==> config.mk <==
export PLATFORM = sky130hd
export DESIGN_NAME = rxf_xlat_resp
export DESIGN_NICKNAME = d
export VERILOG_FILES = /design/src/rxf_pkg.sv /design/src/rxf_xlat_resp.sv
export SDC_FILE = /design/constraint.sdc
export NUM_CORES = 1
export LEC_CHECK = 0
export ABC_AREA = 1
export ABC_CLOCK_PERIOD_IN_PS = 2600
export BUFFER_PORTS_ARGS = -buffer_cell sky130_fd_sc_hd__clkbuf_2
export CORE_UTILIZATION = 47
export DETAILED_ROUTE_END_ITERATION = 8
export PLACE_DENSITY_LB_ADDON = 0.15
export SLEW_MARGIN = 20
export SYNTH_ARGS = -nofsm -noshare
export SYNTH_HDL_FRONTEND = slang
export SYNTH_SLANG_ARGS = --single-unit
==> constraint.sdc <==
create_clock -name I_CLK_SYS -period 2.6 [get_ports I_CLK_SYS]
set_clock_uncertainty 0.15 [all_clocks]
set_input_delay 0.13 -clock I_CLK_SYS [delete_from_list [all_inputs] [get_ports I_CLK_SYS]]
set_output_delay 0.13 -clock I_CLK_SYS [all_outputs]
set_load 0.05 [all_outputs]
==> src/rxf_pkg.sv <==
package rxf_pkg;
   localparam int ADDR_W      = 64;
   localparam int ID_W        = 8;
   localparam int MAX_LVL     = 4;
   localparam int LVL_W       = 3;
   localparam int AXI_AW      = 8;
   localparam int AXI_DW      = 32;
   // interrupt window: address bits 31:20 equal 12'hFEE and bits 63:32 are zero
   localparam logic [11:0] MSI_TAG  = 12'hFEE;
   localparam int MSI_HI      = 31;
   localparam int MSI_LO      = 20;
   localparam int CANON_HI    = 63;
   localparam int CANON_LO    = 48;
   localparam int CANON_BIT   = 47;
   localparam int CANON_W     = CANON_HI - CANON_LO + 1;
   // register byte addresses
   localparam logic [7:0] A_CTRL   = 8'h00;
   localparam logic [7:0] A_STAT   = 8'h04;
   localparam logic [7:0] A_RCNT   = 8'h08;
   localparam logic [7:0] A_INVCNT = 8'h0C;
   localparam logic [6:0] MAX_GUEST_ADDR_WIDTH_RST = 7'h30;
   localparam logic [1:0] RESP_OK  = 2'h0;
   localparam logic [1:0] RESP_ERR = 2'h2;

   typedef struct packed {
      logic [ADDR_W-1:0] addr;
      logic [ID_W-1:0]   id;
      logic              has_pasid;
      logic [6:0]        adj_width;
   } rxf_req_t;

   // one paging-structure entry handed over by the walker
   typedef struct packed {
      logic            first_level;
      logic            present;
      logic            rd;
      logic            wr;
      logic            last;
      logic            pasid_entry;
   } rxf_ent_t;

   typedef struct packed {
      logic [ID_W-1:0] id;
      logic            rd;
      logic            wr;
      logic            untr;
      logic            sup;
      logic            ok;
   } rxf_cpl_t;

   typedef enum logic [1:0] {
      ST_IDLE, ST_WALK, ST_CPL
   } rxf_state_t;
endpackage

==> src/rxf_xlat_resp.sv <==
// Contract
// interrupt window request completes with R=0 W=1 U=1 S=0.
// missing translation, or neither read nor write, gives zero permissions.
// second-level address above min of max and adjusted width: zero.
// PASID request with bits 63:48 not equal bit 47: zero.
// second-level entry with read and write clear ends walk: zero.
// AND of read and write bits across levels both zero: zero.
// PASID-table entry not present gives zero-permission completion.
// first-level entry not present ends walk: zero permissions.
// recoverable cases never flag non-recoverable faults; completion succeeds.
// granted translation reports no further violations; success with attrs.
// endpoint discards its faulting cached translation itself.
// reported recoverable page fault invalidates own translation caches.
// endpoint reports recoverable faults via page-request message.
// endpoint may replay operation after fresh translation request.
// interrupt window checked before any table walk.
module rxf_xlat_resp (
   // clock and reset
   input  wire logic                     I_CLK_SYS,
   input  wire logic                     I_RESET,
   // translation request
   input  wire logic                     I_REQ_VALID,
   input  wire rxf_pkg::rxf_req_t        I_REQ,
   output logic                          O_REQ_READY,
   // walker entries
   input  wire logic                     I_ENT_VALID,
   input  wire rxf_pkg::rxf_ent_t        I_ENT,
   output logic                          O_WALK_START,
   // completion
   output logic                          O_CPL_VALID,
   output rxf_pkg::rxf_cpl_t             O_CPL,
   input  wire logic                     I_CPL_READY,
   // fault handling
   output logic                          O_NR_FAULT,
   input  wire logic                     I_PGFAULT_RPT,
   output logic                          O_INVAL,
   // axi4-lite slave
   input  wire logic [rxf_pkg::AXI_AW-1:0] S_AXI_AWADDR,
   input  wire logic                     S_AXI_AWVALID,
   output logic                          S_AXI_AWREADY,
   input  wire logic [rxf_pkg::AXI_DW-1:0] S_AXI_WDATA,
   input  wire logic [3:0]               S_AXI_WSTRB,
   input  wire logic                     S_AXI_WVALID,
   output logic                          S_AXI_WREADY,
   output logic [1:0]                    S_AXI_BRESP,
   output logic                          S_AXI_BVALID,
   input  wire logic                     S_AXI_BREADY,
   input  wire logic [rxf_pkg::AXI_AW-1:0] S_AXI_ARADDR,
   input  wire logic                     S_AXI_ARVALID,
   output logic                          S_AXI_ARREADY,
   output logic [rxf_pkg::AXI_DW-1:0]    S_AXI_RDATA,
   output logic [1:0]                    S_AXI_RRESP,
   output logic                          S_AXI_RVALID,
   input  wire logic                     S_AXI_RREADY
);
   import rxf_pkg::*;

   rxf_state_t        state_reg;
   rxf_req_t          req_reg;
   logic              rd_and_reg;
   logic              wr_and_reg;
   logic              walk_sl_reg;
   logic [6:0]        max_guest_addr_width_reg;
   logic              enable_reg;
   logic [15:0]       zero_cnt_reg;
   logic [15:0]       inv_cnt_reg;
   logic              last_zero_reg;
   rxf_cpl_t          cpl_next;

   // ---------------- request checks
   logic       is_msi;
   logic       non_canon;
   logic [6:0] lim_w;
   logic       over_w;
   logic [ADDR_W-1:0] lim_mask;

   assign is_msi = (I_REQ.addr[MSI_HI:MSI_LO] == MSI_TAG) &&
                   (I_REQ.addr[ADDR_W-1:MSI_HI+1] == '0);
   assign non_canon = I_REQ.has_pasid &&
      (I_REQ.addr[CANON_HI:CANON_LO] !=
       {CANON_W{I_REQ.addr[CANON_BIT]}});
   assign lim_w = (max_guest_addr_width_reg < I_REQ.adj_width) ? max_guest_addr_width_reg : I_REQ.adj_width;
   // address above 2^lim_w - 1 has a set bit at or above lim_w
   assign lim_mask = (lim_w >= 7'(ADDR_W)) ? '0 : ({ADDR_W{1'b1}} << lim_w);
   assign over_w = |(I_REQ.addr & lim_mask);

   logic take_req;
   assign take_req = (state_reg == ST_IDLE) && I_REQ_VALID && enable_reg;

   // entry verdicts
   logic ent_fail;
   logic rd_and_n;
   logic wr_and_n;
   assign rd_and_n = rd_and_reg & I_ENT.rd;
   assign wr_and_n = wr_and_reg & I_ENT.wr;
   assign ent_fail = I_ENT.first_level ? !I_ENT.present
                                       : (!I_ENT.rd && !I_ENT.wr);

   // ---------------- state machine
   always_ff @(posedge I_CLK_SYS) begin
      if (I_RESET) begin
         state_reg <= ST_IDLE;
      end else begin
         case (state_reg)
            ST_IDLE: begin
               if (take_req) begin
                  // window and address checks end without a walk
                  if (is_msi || non_canon || over_w) begin
                     state_reg <= ST_CPL;
                  end else begin
                     state_reg <= ST_WALK;
                  end
               end
            end
            ST_WALK: begin
               if (I_ENT_VALID && (ent_fail || I_ENT.last)) begin
                  state_reg <= ST_CPL;
               end
            end
            ST_CPL: begin
               if (I_CPL_READY) begin
                  state_reg <= ST_IDLE;
               end
            end
            default: state_reg <= ST_IDLE;
         endcase
      end
   end

   always_ff @(posedge I_CLK_SYS) begin
      if (I_RESET) begin
         req_reg     <= '0;
         rd_and_reg  <= 1'b0;
         wr_and_reg  <= 1'b0;
         walk_sl_reg <= 1'b0;
      end else if (take_req) begin
         req_reg     <= I_REQ;
         rd_and_reg  <= 1'b1;
         wr_and_reg  <= 1'b1;
         walk_sl_reg <= 1'b0;
      end else if (state_reg == ST_WALK && I_ENT_VALID) begin
         rd_and_reg  <= rd_and_n;
         wr_and_reg  <= wr_and_n;
         walk_sl_reg <= walk_sl_reg | !I_ENT.first_level;
      end
   end

   // ---------------- completion builder
   always_comb begin
      cpl_next      = '0;
      cpl_next.id   = I_REQ.id;
      cpl_next.ok   = 1'b1;
      if (state_reg == ST_IDLE) begin
         if (is_msi) begin
            cpl_next.wr   = 1'b1;
            cpl_next.untr = 1'b1;
         end
         // non-canonical and width cases keep all-zero permissions
      end else begin
         cpl_next.id = req_reg.id;
         if (!ent_fail) begin
            // granted: no privilege or execute violation reported
            cpl_next.rd  = rd_and_n;
            cpl_next.wr  = wr_and_n;
            cpl_next.sup = 1'b0;
         end
      end
   end

   logic load_cpl;
   assign load_cpl =
      (take_req && (is_msi || non_canon || over_w)) ||
      (state_reg == ST_WALK && I_ENT_VALID && (ent_fail || I_ENT.last));

   always_ff @(posedge I_CLK_SYS) begin
      if (I_RESET) begin
         O_CPL_VALID <= 1'b0;
         O_CPL       <= '0;
      end else if (load_cpl) begin
         O_CPL_VALID <= 1'b1;
         O_CPL       <= cpl_next;
      end else if (O_CPL_VALID && I_CPL_READY) begin
         O_CPL_VALID <= 1'b0;
      end
   end

   always_ff @(posedge I_CLK_SYS) begin
      if (I_RESET) begin
         O_REQ_READY  <= 1'b0;
         O_WALK_START <= 1'b0;
         O_NR_FAULT   <= 1'b0;
      end else begin
         O_REQ_READY  <= (state_reg == ST_IDLE) && enable_reg && !take_req;
         O_WALK_START <= take_req && !(is_msi || non_canon || over_w);
         O_NR_FAULT   <= 1'b0;
      end
   end

   // caches depend on the endpoint dropping its own copy
   always_ff @(posedge I_CLK_SYS) begin
      if (I_RESET) begin
         O_INVAL     <= 1'b0;
         inv_cnt_reg <= '0;
      end else begin
         O_INVAL <= I_PGFAULT_RPT;
         if (I_PGFAULT_RPT) begin
            inv_cnt_reg <= inv_cnt_reg + 16'h0001;
         end
      end
   end

   logic zero_cpl;
   assign zero_cpl = !cpl_next.rd && !cpl_next.wr;
   always_ff @(posedge I_CLK_SYS) begin
      if (I_RESET) begin
         zero_cnt_reg  <= '0;
         last_zero_reg <= 1'b0;
      end else if (load_cpl) begin
         last_zero_reg <= zero_cpl;
         if (zero_cpl) begin
            zero_cnt_reg <= zero_cnt_reg + 16'h0001;
         end
      end
   end

   // ---------------- axi4-lite slave
   logic aw_hold_reg;
   logic w_hold_reg;
   logic [AXI_AW-1:0] awaddr_reg;
   logic [AXI_DW-1:0] wdata_reg;
   logic do_wr;
   assign do_wr = aw_hold_reg && w_hold_reg && !S_AXI_BVALID;

   always_ff @(posedge I_CLK_SYS) begin
      if (I_RESET) begin
         aw_hold_reg   <= 1'b0;
         w_hold_reg    <= 1'b0;
         awaddr_reg    <= '0;
         wdata_reg     <= '0;
         S_AXI_AWREADY <= 1'b0;
         S_AXI_WREADY  <= 1'b0;
         S_AXI_BVALID  <= 1'b0;
         S_AXI_BRESP   <= RESP_OK;
      end else begin
         S_AXI_AWREADY <= !aw_hold_reg && !S_AXI_AWREADY;
         S_AXI_WREADY  <= !w_hold_reg && !S_AXI_WREADY;
         if (S_AXI_AWVALID && S_AXI_AWREADY) begin
            aw_hold_reg <= 1'b1;
            awaddr_reg  <= S_AXI_AWADDR;
         end
         if (S_AXI_WVALID && S_AXI_WREADY) begin
            w_hold_reg <= 1'b1;
            wdata_reg  <= S_AXI_WDATA;
         end
         if (do_wr) begin
            aw_hold_reg  <= 1'b0;
            w_hold_reg   <= 1'b0;
            S_AXI_BVALID <= 1'b1;
            S_AXI_BRESP  <= (awaddr_reg == A_CTRL) ? RESP_OK : RESP_ERR;
         end else if (S_AXI_BVALID && S_AXI_BREADY) begin
            S_AXI_BVALID <= 1'b0;
         end
      end
   end

   // ctrl: bit0 enable, bits 14:8 max guest width; full-word writes only
   always_ff @(posedge I_CLK_SYS) begin
      if (I_RESET) begin
         enable_reg <= 1'b1;
         max_guest_addr_width_reg   <= MAX_GUEST_ADDR_WIDTH_RST;
      end else if (do_wr && awaddr_reg == A_CTRL) begin
         enable_reg <= wdata_reg[0];
         max_guest_addr_width_reg   <= wdata_reg[14:8];
      end
   end

   always_ff @(posedge I_CLK_SYS) begin
      if (I_RESET) begin
         S_AXI_ARREADY <= 1'b0;
         S_AXI_RVALID  <= 1'b0;
         S_AXI_RDATA   <= '0;
         S_AXI_RRESP   <= RESP_OK;
      end else begin
         S_AXI_ARREADY <= !S_AXI_RVALID && !S_AXI_ARREADY;
         if (S_AXI_ARVALID && S_AXI_ARREADY) begin
            S_AXI_RVALID <= 1'b1;
            S_AXI_RRESP  <= RESP_OK;
            case (S_AXI_ARADDR)
               A_CTRL:   S_AXI_RDATA <= {17'h0, max_guest_addr_width_reg, 7'h0, enable_reg};
               A_STAT:   S_AXI_RDATA <= {28'h0, last_zero_reg,
                                         O_CPL_VALID, state_reg};
               A_RCNT:   S_AXI_RDATA <= {16'h0, zero_cnt_reg};
               A_INVCNT: S_AXI_RDATA <= {16'h0, inv_cnt_reg};
               default: begin
                  S_AXI_RDATA <= '0;
                  S_AXI_RRESP <= RESP_ERR;
               end
            endcase
         end else if (S_AXI_RVALID && S_AXI_RREADY) begin
            S_AXI_RVALID <= 1'b0;
         end
      end
   end

   // ---------------- assertions
   property p_msi_resp;
      @(posedge I_CLK_SYS) disable iff (I_RESET)
      (take_req && is_msi) |=> O_CPL_VALID && !O_CPL.rd && O_CPL.wr &&
         O_CPL.untr && !O_CPL.sup && O_CPL.ok;
   endproperty
   a_msi_resp: assert property (p_msi_resp)
      else $error("interrupt window completion wrong");

   property p_msi_nowalk;
      @(posedge I_CLK_SYS) disable iff (I_RESET)
      (take_req && is_msi) |=> !O_WALK_START && state_reg == ST_CPL;
   endproperty
   a_msi_nowalk: assert property (p_msi_nowalk)
      else $error("interrupt window started a walk");

   property p_canon;
      @(posedge I_CLK_SYS) disable iff (I_RESET)
      (take_req && !is_msi && non_canon) |=> O_CPL_VALID &&
         !O_CPL.rd && !O_CPL.wr && !O_CPL.untr;
   endproperty
   a_canon: assert property (p_canon)
      else $error("non-canonical address granted");

   property p_width;
      @(posedge I_CLK_SYS) disable iff (I_RESET)
      (take_req && !is_msi && over_w) |=> O_CPL_VALID &&
         !O_CPL.rd && !O_CPL.wr;
   endproperty
   a_width: assert property (p_width)
      else $error("over-width address granted");

   property p_entfail;
      @(posedge I_CLK_SYS) disable iff (I_RESET)
      (state_reg == ST_WALK && I_ENT_VALID && ent_fail) |=>
         O_CPL_VALID && !O_CPL.rd && !O_CPL.wr && state_reg == ST_CPL;
   endproperty
   a_entfail: assert property (p_entfail)
      else $error("failed entry did not end walk with zero grant");

   property p_fl_np;
      @(posedge I_CLK_SYS) disable iff (I_RESET)
      (state_reg == ST_WALK && I_ENT_VALID && I_ENT.first_level &&
       !I_ENT.present) |=> O_CPL_VALID && O_CPL.ok && !O_CPL.rd;
   endproperty
   a_fl_np: assert property (p_fl_np)
      else $error("not-present entry granted");

   property p_and;
      @(posedge I_CLK_SYS) disable iff (I_RESET)
      (state_reg == ST_WALK && I_ENT_VALID && I_ENT.last && !ent_fail) |=>
         O_CPL.rd == $past(rd_and_n) && O_CPL.wr == $past(wr_and_n);
   endproperty
   a_and: assert property (p_and)
      else $error("permission AND across levels wrong");

   property p_nofault;
      @(posedge I_CLK_SYS) disable iff (I_RESET)
      O_CPL_VALID |-> !O_NR_FAULT && O_CPL.ok;
   endproperty
   a_nofault: assert property (p_nofault)
      else $error("recoverable case flagged as fault");

   property p_inval;
      @(posedge I_CLK_SYS) disable iff (I_RESET)
      I_PGFAULT_RPT |=> O_INVAL;
   endproperty
   a_inval: assert property (p_inval)
      else $error("page fault report did not invalidate");

   property p_grant;
      @(posedge I_CLK_SYS) disable iff (I_RESET)
      (load_cpl && state_reg == ST_WALK && (rd_and_n || wr_and_n) &&
       !ent_fail) |=> !O_CPL.sup && O_CPL.ok;
   endproperty
   a_grant: assert property (p_grant)
      else $error("granted translation carried violation");

   c_msi: cover property (@(posedge I_CLK_SYS) take_req && is_msi);
   c_walk_ok: cover property (@(posedge I_CLK_SYS)
      O_CPL_VALID && O_CPL.rd && O_CPL.wr);
   c_zero: cover property (@(posedge I_CLK_SYS)
      state_reg == ST_WALK && I_ENT_VALID && ent_fail);
   c_inval: cover property (@(posedge I_CLK_SYS) O_INVAL);
endmodule

==> impl_metrics.toml <==
[synth]
synth_edf_count = 0
synth.area.top_cells = "dfxtp_1 35%, nand2_1 14%, a21oi_1 6.4%, nor2_1 6.2%, inv_1 6.1%"
synth_top_family_by_area = "simple AND/OR/NAND/NOR gates"
synth_seq_cells = 110
seq_area_frac_synth_pct = 34.58
synth_adder_area_share_pct = 1.572
syn_inst = 967
synthMuxAreaShare_pct = 0.5306
synth-xor-area-share_pct = 2.063
synth_compound_gate_area_share_pct = 14.54
synth_area_leader_cell = "dfxtp_1"
synth_warnings = 0
synthDominantCellAreaShare_pct = 34.58
synth_commonest_cells = "235 x nand2_1, 110 x dfxtp_1, 105 x nor2_1"
synth-main-ff-cell = "dfxtp_1"
ys_types = 41
synth_simple_gate_area_share_pct = 34.58
synthArstFlopShare_pct = 0
mappedNetlistArea_sq_um = 6367
yosysMostFrequentCell = "nand2_1"
syn_area_per_cell_sq_um = 6.585

[sta]
worstMarginPinSlew_ns = 0.6126
timing.final.crit_period_ns = 3.274
fin_tns_setup_ns = -20.63
maxSlewHeadroom_pct = 59.01
maxSlewViolCount = 0
setup_viol = 33
fin_crit_sh_pct = 125.9
fin_ws_ns = -0.6739
whs_ns = 0.09666
finalHoldViolCount = 0
fmax_mhz = 305.4
rsz0062_at_grt = "yes"

[critical_path]
cp_max_fo = 8
rr_startpoint = "max_guest_addr_width_reg[4]"
endpoint_kind = "flop"
r2r_end = "zero_cnt_reg[1]"
rr_worst_depth = 24
critPathRequiredTime_ns = 2.66
r2r_setup_slack_ns = -0.67
crit_type = "reg -> reg"
endpoint = "zero_cnt_reg[1]"
crit_start = "max_guest_addr_width_reg[4]"
start_kind = "flop"
arrival_ns = 3.33

[final_layout]
postLayoutCellArea_sq_um = 8939
area_growth_syn_to_layout_pct = 40.38
nNetsFinal = 1371
final_cells = 1396
layout-drive-gt1-share_pct = 29.78
nFillCells = 1196

[power_and_ir_drop]
clockPowerShare_pct = 30.6
power_mw = 4.316
swShare_pct = 33.34
power_density_nw_per_um2 = 482.9
vdd.ir_drop.worst_mv = 0.4353
netSwitchingPower_mw = 1.439
power_frac_seq_pct = 41.8
leakage_nw = 4.085
internal-power_mw = 2.877
power_frac_comb_pct = 27.7

[detailed_routing]
drt_iter0_drc = 479
drt-total-wl_microns = 19760
ant_nets = 0
drc_errors = 0
avgViaCountPerCell = 5.057
drt-pass1-iter-count = 5
vias = 7059
wire_per_inst_microns = 14.15

[clock_tree]
cts_tree = "yes"
htreeDepth = 3
clk_path_buf_depth = 2
cts_root_buffer = "clkbuf_16"
cts_buffers = 9
path_clk_slew_ns = 0.08
clk_latency_ns = 0.35
clkSinkCount = 110

[floorplan]
core_area_sq_um = 13240
dieArea_sq_um = 14020
die_h_microns = 118.4
rows = 42
io_pins = 208
chipWidth_microns = 118.4
initial_core_util_pct = 48.08

[status]
outcome = "finished, violations left"
violations = "negative setup slack"

[global_route]
track_usage_pct = 28.09
antenna_found_initial = 1
grt_max_degree = 54
grt_pass1_wl_microns = 31970
grt.overflow.total = 0
grt_pass1_vias = 6745

[placed_design]
place.gp.congestion = 0.9602
place_area_sq_um = 7707
hpwlAfterDp_microns = 14270
portBuffers = 158
place_inst = 1327

[flow_run]
cap_violations = 0

[min_path]
min_path_type = "in -> reg"
==> per-layer routing <==
metal	vias up	global-route usage (%)	wire, microns
li1	3603	-	-
met1	3207	36.78	8908
met2	219	47.10	9553
met3	30	3.716	888
met4	0	10.28	409
met5	-	0	0
==> worst min-delay path by stage <==
stage           startpoint            to  slack [ns]  cells past startpoint
4_1_cts           I_REQ[7]  O_WALK_START        0.09                      6
2_1_floorplan  I_REQ_VALID   O_REQ_READY        0.06                      1
5_1_grt          I_REQ[66]      O_CPL[2]        0.14                      6
6_report          I_REQ[7]  O_WALK_START         0.1                      6
3_5_place_dp   I_REQ_VALID   O_REQ_READY        0.19                      2
3_3_place_gp   I_REQ_VALID   O_REQ_READY        0.19                      2
==> placed cells by master (no fill, tap or decap), drive strengths merged, types with 2 or more instances in the layout <==
cell and count:
xor2 14, nand2 261, o22ai 7, nand3b 4
clkbuf 168, buf 74, nor3 21, clkinv 3
nor4 10, nor2 108, nor3b 2, nand4 16
clkinvlp 2, a21oi 82, o21bai 2, o21ai 70
dfxtp 110, inv 112, dlygate4sd3 36, mux2 3
conb 20, o211ai 4, ha 8, o221ai 5
nand3 69
==> metrics by stage <==
step | utilization (%) | worst slack, ns
3_3_place_gp | 58.20 | -0.5415
4_1_cts | 66.16 | -0.5307
6_report | 67.50 | -0.6739
2_1_floorplan | - | -0.1997
3_5_place_dp | 58.20 | -0.5864
5_1_grt | 67.50 | -0.8207
==> power groups by stage <==
| stage | Sequential (mW) | Combinational [mW] | Clock, mW |
|---|---|---|---|
| floorplan | 1.93 | 0.571 | 0 |
| global placement | 1.84 | 0.972 | 0 |
| detailed placement | 1.84 | 0.973 | 0 |
| CTS | 1.80 | 1.14 | 1.35 |
| global route | 1.81 | 1.29 | 1.41 |
| finish | 1.80 | 1.20 | 1.32 |
==> cell type report <==
cell class,count,area [sq um],share of cell area [%]
Antenna cell,1,2.502,0.02800
Sequential cell,110,2213,24.76
Clock buffer,9,225.2,2.520
Tap cell,176,220.2,2.464
Multi-Input combinational cell,714,3935,44.02
Clock inverter,7,57.56,0.6439
Inverter,110,422.9,4.731
Timing Repair Buffer,269,1862,20.83
==> worst max-delay path: stages (launching register included) <==
cell and delay, ns:
dfxtp_4 0.36, ha_4 0.25, nand2_4 0.06, nand2_4 0.05, a21oi_4 0.22, buf_12 0.16, buf_8 0.13, nand3_4 0.07
nand2_4 0.10, buf_12 0.14, buf_4 0.12, nand3_4 0.08, o21ai_2 0.14, nand2_1 0.07, nor2_2 0.12, nand2_1 0.06
nor2_1 0.08, nand2_1 0.06, nand2_2 0.08, nand3_2 0.08, nand2_4 0.09, nand2_8 0.12, clkbuf_16 0.21, nand3_2 0.07
a21oi_2 0.05
==> timing repair <==
| item | CTS | global route |
|---|---|---|
| setup endpoints to repair | 33 | 34 |
| pin swaps | 10 | 28 |
| setup buffers | 9 | 3 |
| hold endpoints to repair | 41 | 0 |
| gates cloned | 3 | 2 |
| hold buffers | 36 | 0 |
| gates resized for setup | 71 | 31 |
==> cells by family after synthesis <==
| group | count (synthesis) |
|---|---|
| other cells | 1 |
| mux | 3 |
| simple gates | 493 |
| buf+inv | 164 |
| flops | 110 |
| compound gates | 173 |
| fa+ha+maj | 8 |
| xor+xnor | 15 |
Power figures use the tool's default switching activity.
